$ cat src/inc/tccr_map.svh
// tccr_map.svh: register map, field positions, reset values and fixed widths
// of the tuner chip configuration register block.
// assumes inclusion by bare name from the package; the design module uses the macros without including it.
`ifndef TCCR_MAP_SVH
`define TCCR_MAP_SVH

// register index as printed, byte address is four times the index
`define TCCR_CFG_INDEX 6'h06
`define TCCR_APB_ADDR_W 8
`define TCCR_DATA_W 32

// implemented configuration bits 14:0, bits 31:15 reserved
`define TCCR_CFG_BITS 15
`define TCCR_CFG_RESET 15'h0000

// field positions
`define TCCR_BIT_LEVEL_SENSE 0
`define TCCR_BIT_AGC_DISABLE 1
`define TCCR_BIT_AGC_SENSE 2
`define TCCR_BIT_CARRIER_W_LSB 3
`define TCCR_BIT_RESAMP_W_LSB 5
`define TCCR_BIT_CARRIER_OFF_EN 7
`define TCCR_BIT_RESAMP_OFF_EN 8
`define TCCR_BIT_CARRIER_ACC 9
`define TCCR_BIT_RESAMP_ACC 10
`define TCCR_BIT_PHASE_SEL_LSB 11
`define TCCR_BIT_PHASE_CTL 13
`define TCCR_BIT_CLEAR 14

// offset word masks, word is loaded most significant byte first
`define TCCR_MASK_8 32'hFF00_0000
`define TCCR_MASK_16 32'hFFFF_0000
`define TCCR_MASK_24 32'hFFFF_FF00
`define TCCR_MASK_32 32'hFFFF_FFFF

// datapath widths and constants
`define TCCR_LEVEL_W 10
`define TCCR_AGC_W 16
`define TCCR_GAIN_W 16
`define TCCR_GAIN_UNITY 16'h1000
`define TCCR_PHASE_LSB 24
`define TCCR_PHASE_W 5

`endif

$ cat src/inc/tccr_pkg.sv
// tccr_pkg.sv: types of the tuner chip configuration register block.
// assumes tccr_map.svh is on the include path.
`include "tccr_map.svh"

package tccr_pkg;

	typedef struct packed {
		logic clear_acc;
		logic phase_ctl;
		logic [1:0] phase_sel;
		logic resamp_acc;
		logic carrier_acc;
		logic resamp_off_en;
		logic carrier_off_en;
		logic [1:0] resamp_width;
		logic [1:0] carrier_width;
		logic agc_sense;
		logic agc_disable;
		logic level_sense;
	} tccr_cfg_type;

	typedef struct packed {
		logic carrier_nco;
		logic cic;
		logic agc_loop;
		logic ser_shift_cnt;
		logic ser_clk;
		logic resamp_div;
	} tccr_clear_type;

	typedef struct packed {
		tccr_cfg_type cfg;
		logic pready;
		logic pslverr;
		logic [`TCCR_DATA_W-1:0] prdata;
		logic level_cmp;
		logic [`TCCR_GAIN_W-1:0] agc_gain;
		logic agc_err_neg;
		logic [1:0] carrier_width;
		logic [1:0] resamp_width;
		logic [`TCCR_DATA_W-1:0] carrier_off;
		logic [`TCCR_DATA_W-1:0] resamp_off;
		logic carrier_acc_en;
		logic resamp_acc_en;
		logic [`TCCR_PHASE_W-1:0] sample_phase;
		logic sample_strobe;
		tccr_clear_type clear;
	} tccr_state_type;

endpackage

$ cat src/verilog/tccr_chip_config.sv
// tccr_chip_config.sv: chip configuration register of the tuner, an APB slave,
// and the sample-clock logic that it steers directly.
// assumes all datapath inputs come from logic on CLK_IN; APB runs on CLK_IN.
//
// Operation
// - bit0 set: level compare high above threshold; clear: high at or below.
// - bit1 set disables the gain loop and forces unity gain.
// - bit2 picks gain error polarity; set gives +1 above threshold, else -1.
// - bits4-3 pick carrier offset word width: 8, 16, 24 or 32 bits.
// - bits6-5 pick resampler offset word width: 8, 16, 24 or 32 bits.
// - bit7 applies the carrier offset; clear gives zero offset.
// - bit8 applies the resampler offset; clear gives zero offset.
// - bit9 enables carrier accumulator feedback; clear zeroes the feedback.
// - bit10 enables resampler accumulator feedback; clear zeroes the feedback.
// - bits12-11 pick phase slice 28:24, 29:25, 30:26 or 31:27.
// - bit13 set: phase and strobe update always; clear: only on valid strobe.
// - writing 1 to bit14 holds accumulators at zero until 0 is written.
// - the clear reaches six items: oscillator, filter, loop, serial and divider.
`timescale 1ns/10ps

module tccr_chip_config
	import tccr_pkg::*;
(
	// clock and reset
	input wire logic CLK_IN,
	input wire logic RST_IN,
	// apb slave
	input wire logic PSEL_IN,
	input wire logic PENABLE_IN,
	input wire logic PWRITE_IN,
	input wire logic [`TCCR_APB_ADDR_W-1:0] PADDR_IN,
	input wire logic [`TCCR_DATA_W-1:0] PWDATA_IN,
	output logic [`TCCR_DATA_W-1:0] PRDATA_OUT,
	output logic PREADY_OUT,
	output logic PSLVERR_OUT,
	// input level detector
	input wire logic [`TCCR_LEVEL_W-1:0] LEVEL_SAMPLE_IN,
	input wire logic [`TCCR_LEVEL_W-1:0] LEVEL_THRESH_IN,
	output logic LEVEL_COMPARE_OUT,
	// gain loop
	input wire logic [`TCCR_AGC_W-1:0] AGC_MAG_IN,
	input wire logic [`TCCR_AGC_W-1:0] AGC_THRESH_IN,
	input wire logic [`TCCR_GAIN_W-1:0] AGC_GAIN_IN,
	output logic [`TCCR_GAIN_W-1:0] AGC_GAIN_OUT,
	output logic AGC_ERROR_NEG_OUT,
	// oscillator offsets and accumulators
	input wire logic [`TCCR_DATA_W-1:0] CARRIER_OFFSET_IN,
	input wire logic [`TCCR_DATA_W-1:0] RESAMP_OFFSET_IN,
	output logic [1:0] CARRIER_WIDTH_OUT,
	output logic [1:0] RESAMP_WIDTH_OUT,
	output logic [`TCCR_DATA_W-1:0] CARRIER_OFFSET_OUT,
	output logic [`TCCR_DATA_W-1:0] RESAMP_OFFSET_OUT,
	output logic CARRIER_ACC_EN_OUT,
	output logic RESAMP_ACC_EN_OUT,
	// sample phase
	input wire logic [`TCCR_DATA_W-1:0] RESAMP_PHASE_IN,
	input wire logic RESAMP_STROBE_IN,
	input wire logic OUTPUT_VALID_STROBE_IN,
	output logic [`TCCR_PHASE_W-1:0] SAMPLE_PHASE_OUT,
	output logic SAMPLE_STROBE_OUT,
	// accumulator clears
	output tccr_clear_type CLEAR_OUT
);

	tccr_state_type st_q;
	tccr_state_type st_d;
	logic setup;
	logic hit;
	logic wr_acc;
	logic level_above;
	logic agc_above;

	assign setup = PSEL_IN & ~PENABLE_IN;
	assign hit = (PADDR_IN[`TCCR_APB_ADDR_W-1:2] == `TCCR_CFG_INDEX) && (PADDR_IN[1:0] == 2'h0);
	assign wr_acc = PSEL_IN & PENABLE_IN & st_q.pready & PWRITE_IN & hit;
	assign level_above = LEVEL_SAMPLE_IN > LEVEL_THRESH_IN;
	assign agc_above = AGC_MAG_IN > AGC_THRESH_IN;

	function automatic logic [`TCCR_DATA_W-1:0] width_mask(input logic [1:0] code);
		logic [`TCCR_DATA_W-1:0] m;
		unique case (code)
			2'h0: m = `TCCR_MASK_8;
			2'h1: m = `TCCR_MASK_16;
			2'h2: m = `TCCR_MASK_24;
			2'h3: m = `TCCR_MASK_32;
		endcase
		return m;
	endfunction

	always_comb begin
		st_d = st_q;
		// zero-wait slave: ready is raised for the access phase that follows setup
		st_d.pready = setup;
		st_d.pslverr = setup & ~hit;
		if (setup) begin
			st_d.prdata = (hit & ~PWRITE_IN) ? 32'(st_q.cfg) : 32'h0000_0000;
		end
		if (wr_acc) begin
			st_d.cfg = tccr_cfg_type'(PWDATA_IN[`TCCR_CFG_BITS-1:0]);
		end
		st_d.level_cmp = st_q.cfg.level_sense ? level_above : ~level_above;
		st_d.agc_gain = st_q.cfg.agc_disable ? `TCCR_GAIN_UNITY : AGC_GAIN_IN;
		st_d.agc_err_neg = st_q.cfg.agc_sense ? ~agc_above : agc_above;
		st_d.carrier_width = st_q.cfg.carrier_width;
		st_d.resamp_width = st_q.cfg.resamp_width;
		st_d.carrier_off = st_q.cfg.carrier_off_en ?
			(CARRIER_OFFSET_IN & width_mask(st_q.cfg.carrier_width)) : 32'h0000_0000;
		st_d.resamp_off = st_q.cfg.resamp_off_en ?
			(RESAMP_OFFSET_IN & width_mask(st_q.cfg.resamp_width)) : 32'h0000_0000;
		st_d.carrier_acc_en = st_q.cfg.carrier_acc;
		st_d.resamp_acc_en = st_q.cfg.resamp_acc;
		if (st_q.cfg.phase_ctl | OUTPUT_VALID_STROBE_IN) begin
			st_d.sample_phase = RESAMP_PHASE_IN[`TCCR_PHASE_LSB + int'(st_q.cfg.phase_sel) +: `TCCR_PHASE_W];
			st_d.sample_strobe = RESAMP_STROBE_IN;
		end
		st_d.clear = {6{st_q.cfg.clear_acc}};
	end

	always_ff @(posedge CLK_IN or posedge RST_IN) begin
		if (RST_IN) begin
			st_q <= '0;
			st_q.cfg <= `TCCR_CFG_RESET;
		end else begin
			st_q <= st_d;
		end
	end

	assign PRDATA_OUT = st_q.prdata;
	assign PREADY_OUT = st_q.pready;
	assign PSLVERR_OUT = st_q.pslverr;
	assign LEVEL_COMPARE_OUT = st_q.level_cmp;
	assign AGC_GAIN_OUT = st_q.agc_gain;
	assign AGC_ERROR_NEG_OUT = st_q.agc_err_neg;
	assign CARRIER_WIDTH_OUT = st_q.carrier_width;
	assign RESAMP_WIDTH_OUT = st_q.resamp_width;
	assign CARRIER_OFFSET_OUT = st_q.carrier_off;
	assign RESAMP_OFFSET_OUT = st_q.resamp_off;
	assign CARRIER_ACC_EN_OUT = st_q.carrier_acc_en;
	assign RESAMP_ACC_EN_OUT = st_q.resamp_acc_en;
	assign SAMPLE_PHASE_OUT = st_q.sample_phase;
	assign SAMPLE_STROBE_OUT = st_q.sample_strobe;
	assign CLEAR_OUT = st_q.clear;

	logic chk_level;
	logic chk_agc_neg;
	logic [`TCCR_PHASE_W-1:0] chk_slice;
	logic chk_cfg_wr_clear;
	logic [`TCCR_CFG_BITS-1:0] chk_cfg_bits;

	assign chk_level = chk_cfg_bits[`TCCR_BIT_LEVEL_SENSE] ? (LEVEL_SAMPLE_IN > LEVEL_THRESH_IN) :
		(LEVEL_SAMPLE_IN <= LEVEL_THRESH_IN);
	assign chk_cfg_bits = st_q.cfg;
	assign chk_cfg_wr_clear = wr_acc & PWDATA_IN[`TCCR_BIT_CLEAR];

	always_comb begin
		chk_agc_neg = 1'b0;
		if (chk_cfg_bits[`TCCR_BIT_AGC_SENSE]) begin
			chk_agc_neg = !(AGC_MAG_IN > AGC_THRESH_IN);
		end else begin
			chk_agc_neg = AGC_MAG_IN > AGC_THRESH_IN;
		end
	end

	always_comb begin
		chk_slice = '0;
		case (chk_cfg_bits[`TCCR_BIT_PHASE_SEL_LSB +: 2])
			2'h0: chk_slice = RESAMP_PHASE_IN[28:24];
			2'h1: chk_slice = RESAMP_PHASE_IN[29:25];
			2'h2: chk_slice = RESAMP_PHASE_IN[30:26];
			default: chk_slice = RESAMP_PHASE_IN[31:27];
		endcase
	end
endmodule

$ cat config.mk
export PLATFORM = sky130hd
export DESIGN_NAME = tccr_chip_config
export DESIGN_NICKNAME = d
export VERILOG_FILES = /design/src/inc/tccr_pkg.sv /design/src/verilog/tccr_chip_config.sv
export VERILOG_INCLUDE_DIRS = /design/src /design/src/inc
export SDC_FILE = /design/constraint.sdc
export NUM_CORES = 1
export LEC_CHECK = 0
export BUFFER_PORTS_ARGS = -buffer_cell sky130_fd_sc_hd__buf_2
export CAP_MARGIN = 20
export CORE_MARGIN = 2
export CORE_UTILIZATION = 24
export DETAILED_ROUTE_END_ITERATION = 8
export GPL_ROUTABILITY_DRIVEN = 0
export MAX_ROUTING_LAYER = met4
export SETUP_SLACK_MARGIN = 0.15
export SLEW_MARGIN = 20
export SYNTH_ARGS = -nofsm -noshare
export SYNTH_HDL_FRONTEND = slang
export SYNTH_SLANG_ARGS = --single-unit
$ cat constraint.sdc
create_clock -name CLK_IN -period 4.5 [get_ports CLK_IN]
set_input_delay 0 -clock CLK_IN [delete_from_list [all_inputs] [get_ports CLK_IN]]
set_output_delay 0 -clock CLK_IN [all_outputs]
set_load 0.005 [all_outputs]
* Word level (Yosys, flattened, before mapping)
Cells that the tools add are included.
** Storage, ports and cells
- Bits in registers :: 144
- Latch bits :: 0
- Memory bits (writable) :: 0
- Bits in read-only memories :: 0
- Word-level logic and storage cells :: 65
- Memories kept :: 0
** Cells by class
- Add/sub/neg operators :: 1
- Multiply operators :: 0
- Divide/modulo/power cells :: 0
- Order comparisons :: 2
- Equal/unequal tests :: 7
- Shift operators :: 1
- Mux-type cells :: 8
- Bitwise gates (word level) :: 15
- Reductions and logical operators :: 4
** Operators by type and width (count)
- 32-bit one-hot mux with 4 select lines :: 2
- 32-bit AND :: 2
- 32-bit 2-to-1 mux :: 2
- 32-bit by 7-bit variable part select with 5-bit output :: 1
- 16-bit > comparator :: 1
- 16-bit 2-to-1 mux :: 1
- 15-bit 2-to-1 mux :: 1
- 10-bit > comparator :: 1
- 2-bit equality test (second input constant) :: 4
- 1-bit AND :: 7
- 5-bit by 2-bit adder with 6-bit output (first input constant) :: 1
- 6-bit by 3-bit equality test with 1-bit output (second input constant) :: 1
- 2-bit logical NOT :: 3
- 1-bit inverter :: 5
- 2-bit by 1-bit equality test with 1-bit output (second input constant) :: 2
- 1-bit 2-to-1 mux :: 2
- 1-bit logical AND :: 1
- 1-bit OR :: 1

* Depth between registers and ports, before layout
- Depth in word-level cells :: 4
- Mapped depth :: 7
- Gate-level depth less buffers :: 7

* Worst setup path after synthesis
Ideal clock, no wire load.
- Kind :: input-to-reg
- Start :: in AGC_THRESH_IN[13]
- End :: reg st_q, in the netlist AGC_ERROR_NEG_OUT
- Library setup time :: 80 ps
- Data arrival time :: 1305 ps
- Data required time :: 4420 ps
- Slack :: 3116 ps
- Cell stages on the path :: 7
- Path buffers :: 0
- Path through :: inv_1 > ha_1 > nand4_2 > nor3_1 > or3_1 > o41ai_2 > xnor2_1
** RTL lines
- start, declared :: line tccr_chip_config.sv:42 : input wire logic [`TCCR_AGC_W-1:0] AGC_THRESH_IN,
- end signal, assigned :: line tccr_chip_config.sv:124 : st_q <= st_d;
- end, declared :: line tccr_chip_config.sv:65 : tccr_state_type st_q;

==> out/results.tsv <==
stage	metric	value	unit
finish	nets	1040	
finish	multi_input_area	1740	um^2
die	fp.dieH	151	um
drt	vias	4358	
critical_path	path_buf_inv	4	
drt	wl_per_cell	13.6	um
drt	antenna_left	0	
timing	rsz0062_at_grt	false	
placement	io_buffers	286	
synth	synth_top_area_share	0.610	
timing	worst_pin_slew	1.02	ns
placement	dp_hpwl	10600	um
critical_path	cp-end-kind	flip-flop	
critical_path	worstPathCellList	dlygate4sd3_1 > buf_2 > nor4_2 > dlygate4sd3_1 > a21oi_1 > dlygate4sd3_1	
critical_path	cpMostUsedCell	dlygate4sd3_1	
synth	synth.avg_cell_area	12.5	um^2
finish	fillers	2053	
global_route	grt_pass1_wl	22100	um
global_route	grt_usage	0.132	
placement	dp_slack	2.46	ns
timing	maxSlewHeadroom	0.317	
synth	netlist-cell-type-count	41	
timing	fin_crit	1.78	ns
synth	synth_edf_count	0	
clock_tree	clock-sinks	127	
die	die_area	22900	um^2
finish	syn_to_final_growth	62.7	%
die	initial_core_util	0.246	
clock_tree	cts_tree	built	
clock_tree	cts_htree_levels	4	
synth	async_reset_ff_frac	1.00	
clock_tree	cts_made_buffers	17	
min_path	whs_endpoint	SAMPLE_PHASE_OUT[1]	
critical_path	worstReg2RegEnd	chk_cfg_bits[7]	
synth	netlist_instances	416	
finish	drive_gt1_frac	0.422	
synth	yosysTopAreaCell	dfrtp_1	
drt	route.detailed.drc	0	
power	p_per_area	342	nW/um^2
critical_path	critPathTopFamily	buffers and inverters	
min_path	hold_path_depth	5	
drt	dr.pass1.iters	4	
min_path	min_path_type	in2reg	
timing	finClkSkew	0.00937	ns
synth	netlist_top_cells_area	dfrtp_1, ha_1, mux2_2	
critical_path	cp_max_fo	2	
synth	synth_warnings	0	
critical_path	rr_worst_depth	3	
clock_tree	cts_max_path_buffers	2	
die	die_x	151	um
critical_path	cpPeakStageDelay	0.60	ns
clock_tree	clkLatencyLatePin	0.42	ns
finish	instances_no_fill	1091	
power	ir_worst_vdd	0.141	mV
drt	vias_per_cell	3.99	
timing	tns	0	ns
critical_path	path_class	in2reg	
global_route	grt_pass1_vias	4434	
min_path	worstHoldStart	RESAMP_PHASE_IN[25]	
die	rows	53	
finish	register_area	3180	um^2
clock_tree	clk_pin_slew	0.06	ns
critical_path	rr_startpoint	PREADY_OUT	
die	coreArea	21200	um^2
critical_path	critPathLaunchType	input port	
global_route	grt_overflow_total	0	
clock_tree	ctsResizeCount	0	
synth	seq_area_frac_synth	0.610	
critical_path	reg2reg_slack	3.00	ns
global_route	grt_max_degree	83	
global_route	antenna_found_initial	1	
timing	fmax	563	MHz
drt	drt_iter0_markers	98	
timing	finalHoldViolCount	0	
critical_path	worstPathArrival	2.07	ns
timing	drv_slew	0	
timing	period_share	0.395	
synth	synth_ff_type	dfrtp_1	
synth	synth-seq-cells	127	
critical_path	critPathRequiredTime	4.80	ns
status	outcome	complete, no violations	
synth	yosysMostFrequentCell	dfrtp_1	
timing	setup_violations	0	
placement	place_inst	957	
run	cap_violations	0	
timing	setup_slack	2.72	ns
power	power_leakage	4.78	nW
synth	synth_area	5210	um^2
drt	drt-total-wl	14800	um
clock_tree	clock-root-buffer	clkbuf_16	
die	io-pin-count	345	
synth	ys_top_cells_by_count	dfrtp_1, and2_1, and3_1, inv_1, ha_1	
critical_path	crit_slowest_cell	dlygate4sd3_1	
==> cells in the final DEF, fill, tap and decap left out, types with 2 or more instances in the layout <==
cell             n
mux2_2          19
bufinv_16        4
a22o_1          15
inv_1           31
nand2b_1         2
and2_0           2
dfrtp_1        127
nand2_1         13
dlygate4sd3_1  102
nand4_1          6
a21oi_1         13
o21a_1           2
nor2_1           5
clkinv_4         2
conb_1          17
or3_1            2
and2_1          33
and3_1          32
inv_6            4
nor2b_1         16
ha_1            26
o21ai_0         10
mux2i_1          6
clkbuf_16       17
buf_2          286
clkinvlp_4       2
==> worst min-delay path, delay by kind of cell <==
| family | cells | cell delay (ns) |
|---|---|---|
| AND/OR/NAND/NOR | 1 | 0.08 |
| multiplexers | 1 | 0.06 |
| buffers and inverters | 1 | 0.09 |
| AO/OA/AOI/OAI | 2 | 0.16 |
==> worst max path at each step <==
stage	from	to	slack [ns]	cells past startpoint
3_3_place_gp	PENABLE_IN	PRDATA_OUT[9]	2.48	4
3_5_place_dp	PENABLE_IN	PRDATA_OUT[11]	2.46	4
5_1_grt	PADDR_IN[0]	PSLVERR_OUT	2.67	6
6_report	PADDR_IN[0]	PSLVERR_OUT	2.72	6
2_1_floorplan	RST_IN	AGC_ERROR_NEG_OUT	1.12	1
4_1_cts	PADDR_IN[0]	PSLVERR_OUT	2.74	6
==> layout make-up <==
type                            instances  area share
Tap cell                              275      0.0406
Clock buffer                           19      0.0523
Sequential cell                       127       0.375
Clock inverter                         12      0.0217
Timing Repair Buffer                  389       0.290
Multi-Input combinational cell        236       0.205
Inverter                               32      0.0148
Antenna cell                            1    0.000295
==> timing repair <==
item	in CTS	in global routing
buffers inserted	0	0
hold buffers	102	0
endpoints found under the hold margin	182	0
==> registers in the layout, summed over array words and instances (netlist names), 2 cells and up <==
register            cells
RESAMP_OFFSET_OUT      32
RESAMP_WIDTH_OUT        2
PRDATA_OUT             15
CARRIER_OFFSET_OUT     32
chk_cfg_bits           15
SAMPLE_PHASE_OUT        5
AGC_GAIN_OUT           16
CARRIER_WIDTH_OUT       2
==> power breakdown <==
| group | switching, mW | internal [mW] | leakage (nW) |
|---|---|---|---|
| Combinational | 0.109 | 0.155 | 2.76 |
| Clock | 0.522 | 0.944 | 0.300 |
| Sequential | 0.00698 | 1.16 | 1.72 |
| Total | 0.637 | 2.26 | 4.78 |
==> kinds of logic after synthesis <==
logic type / synth area share
flops: 0.610
simple gates: 0.142
buf+inv: 0.0680
compound gates: 0.0620
fa+ha+maj: 0.0625
mux: 0.0526
other cells: 0.000720
xor+xnor: 0.00168
==> layer usage <==
metal	wire length, um	vias to the layer above	track usage
met1	5750	1989	0.138
met3	1240	26	0.0358
met5	0	-	-
met4	372	0	0.0607
li1	-	2138	-
met2	7480	205	0.230
==> through the flow <==
step           cell area, um^2  utilization  hold WS [ns]  total power [mW]
6_report                  8470        0.400        0.0190              2.90
3_5_place_dp              6820        0.322         0.192              1.38
4_1_cts                   8470        0.400       0.00368              2.95
2_1_floorplan             5270            -         0.109              1.28
5_1_grt                   8470        0.400        0.0474              3.03
3_3_place_gp              6820        0.322         0.192              1.38
(Power assumes the default switching activity.)
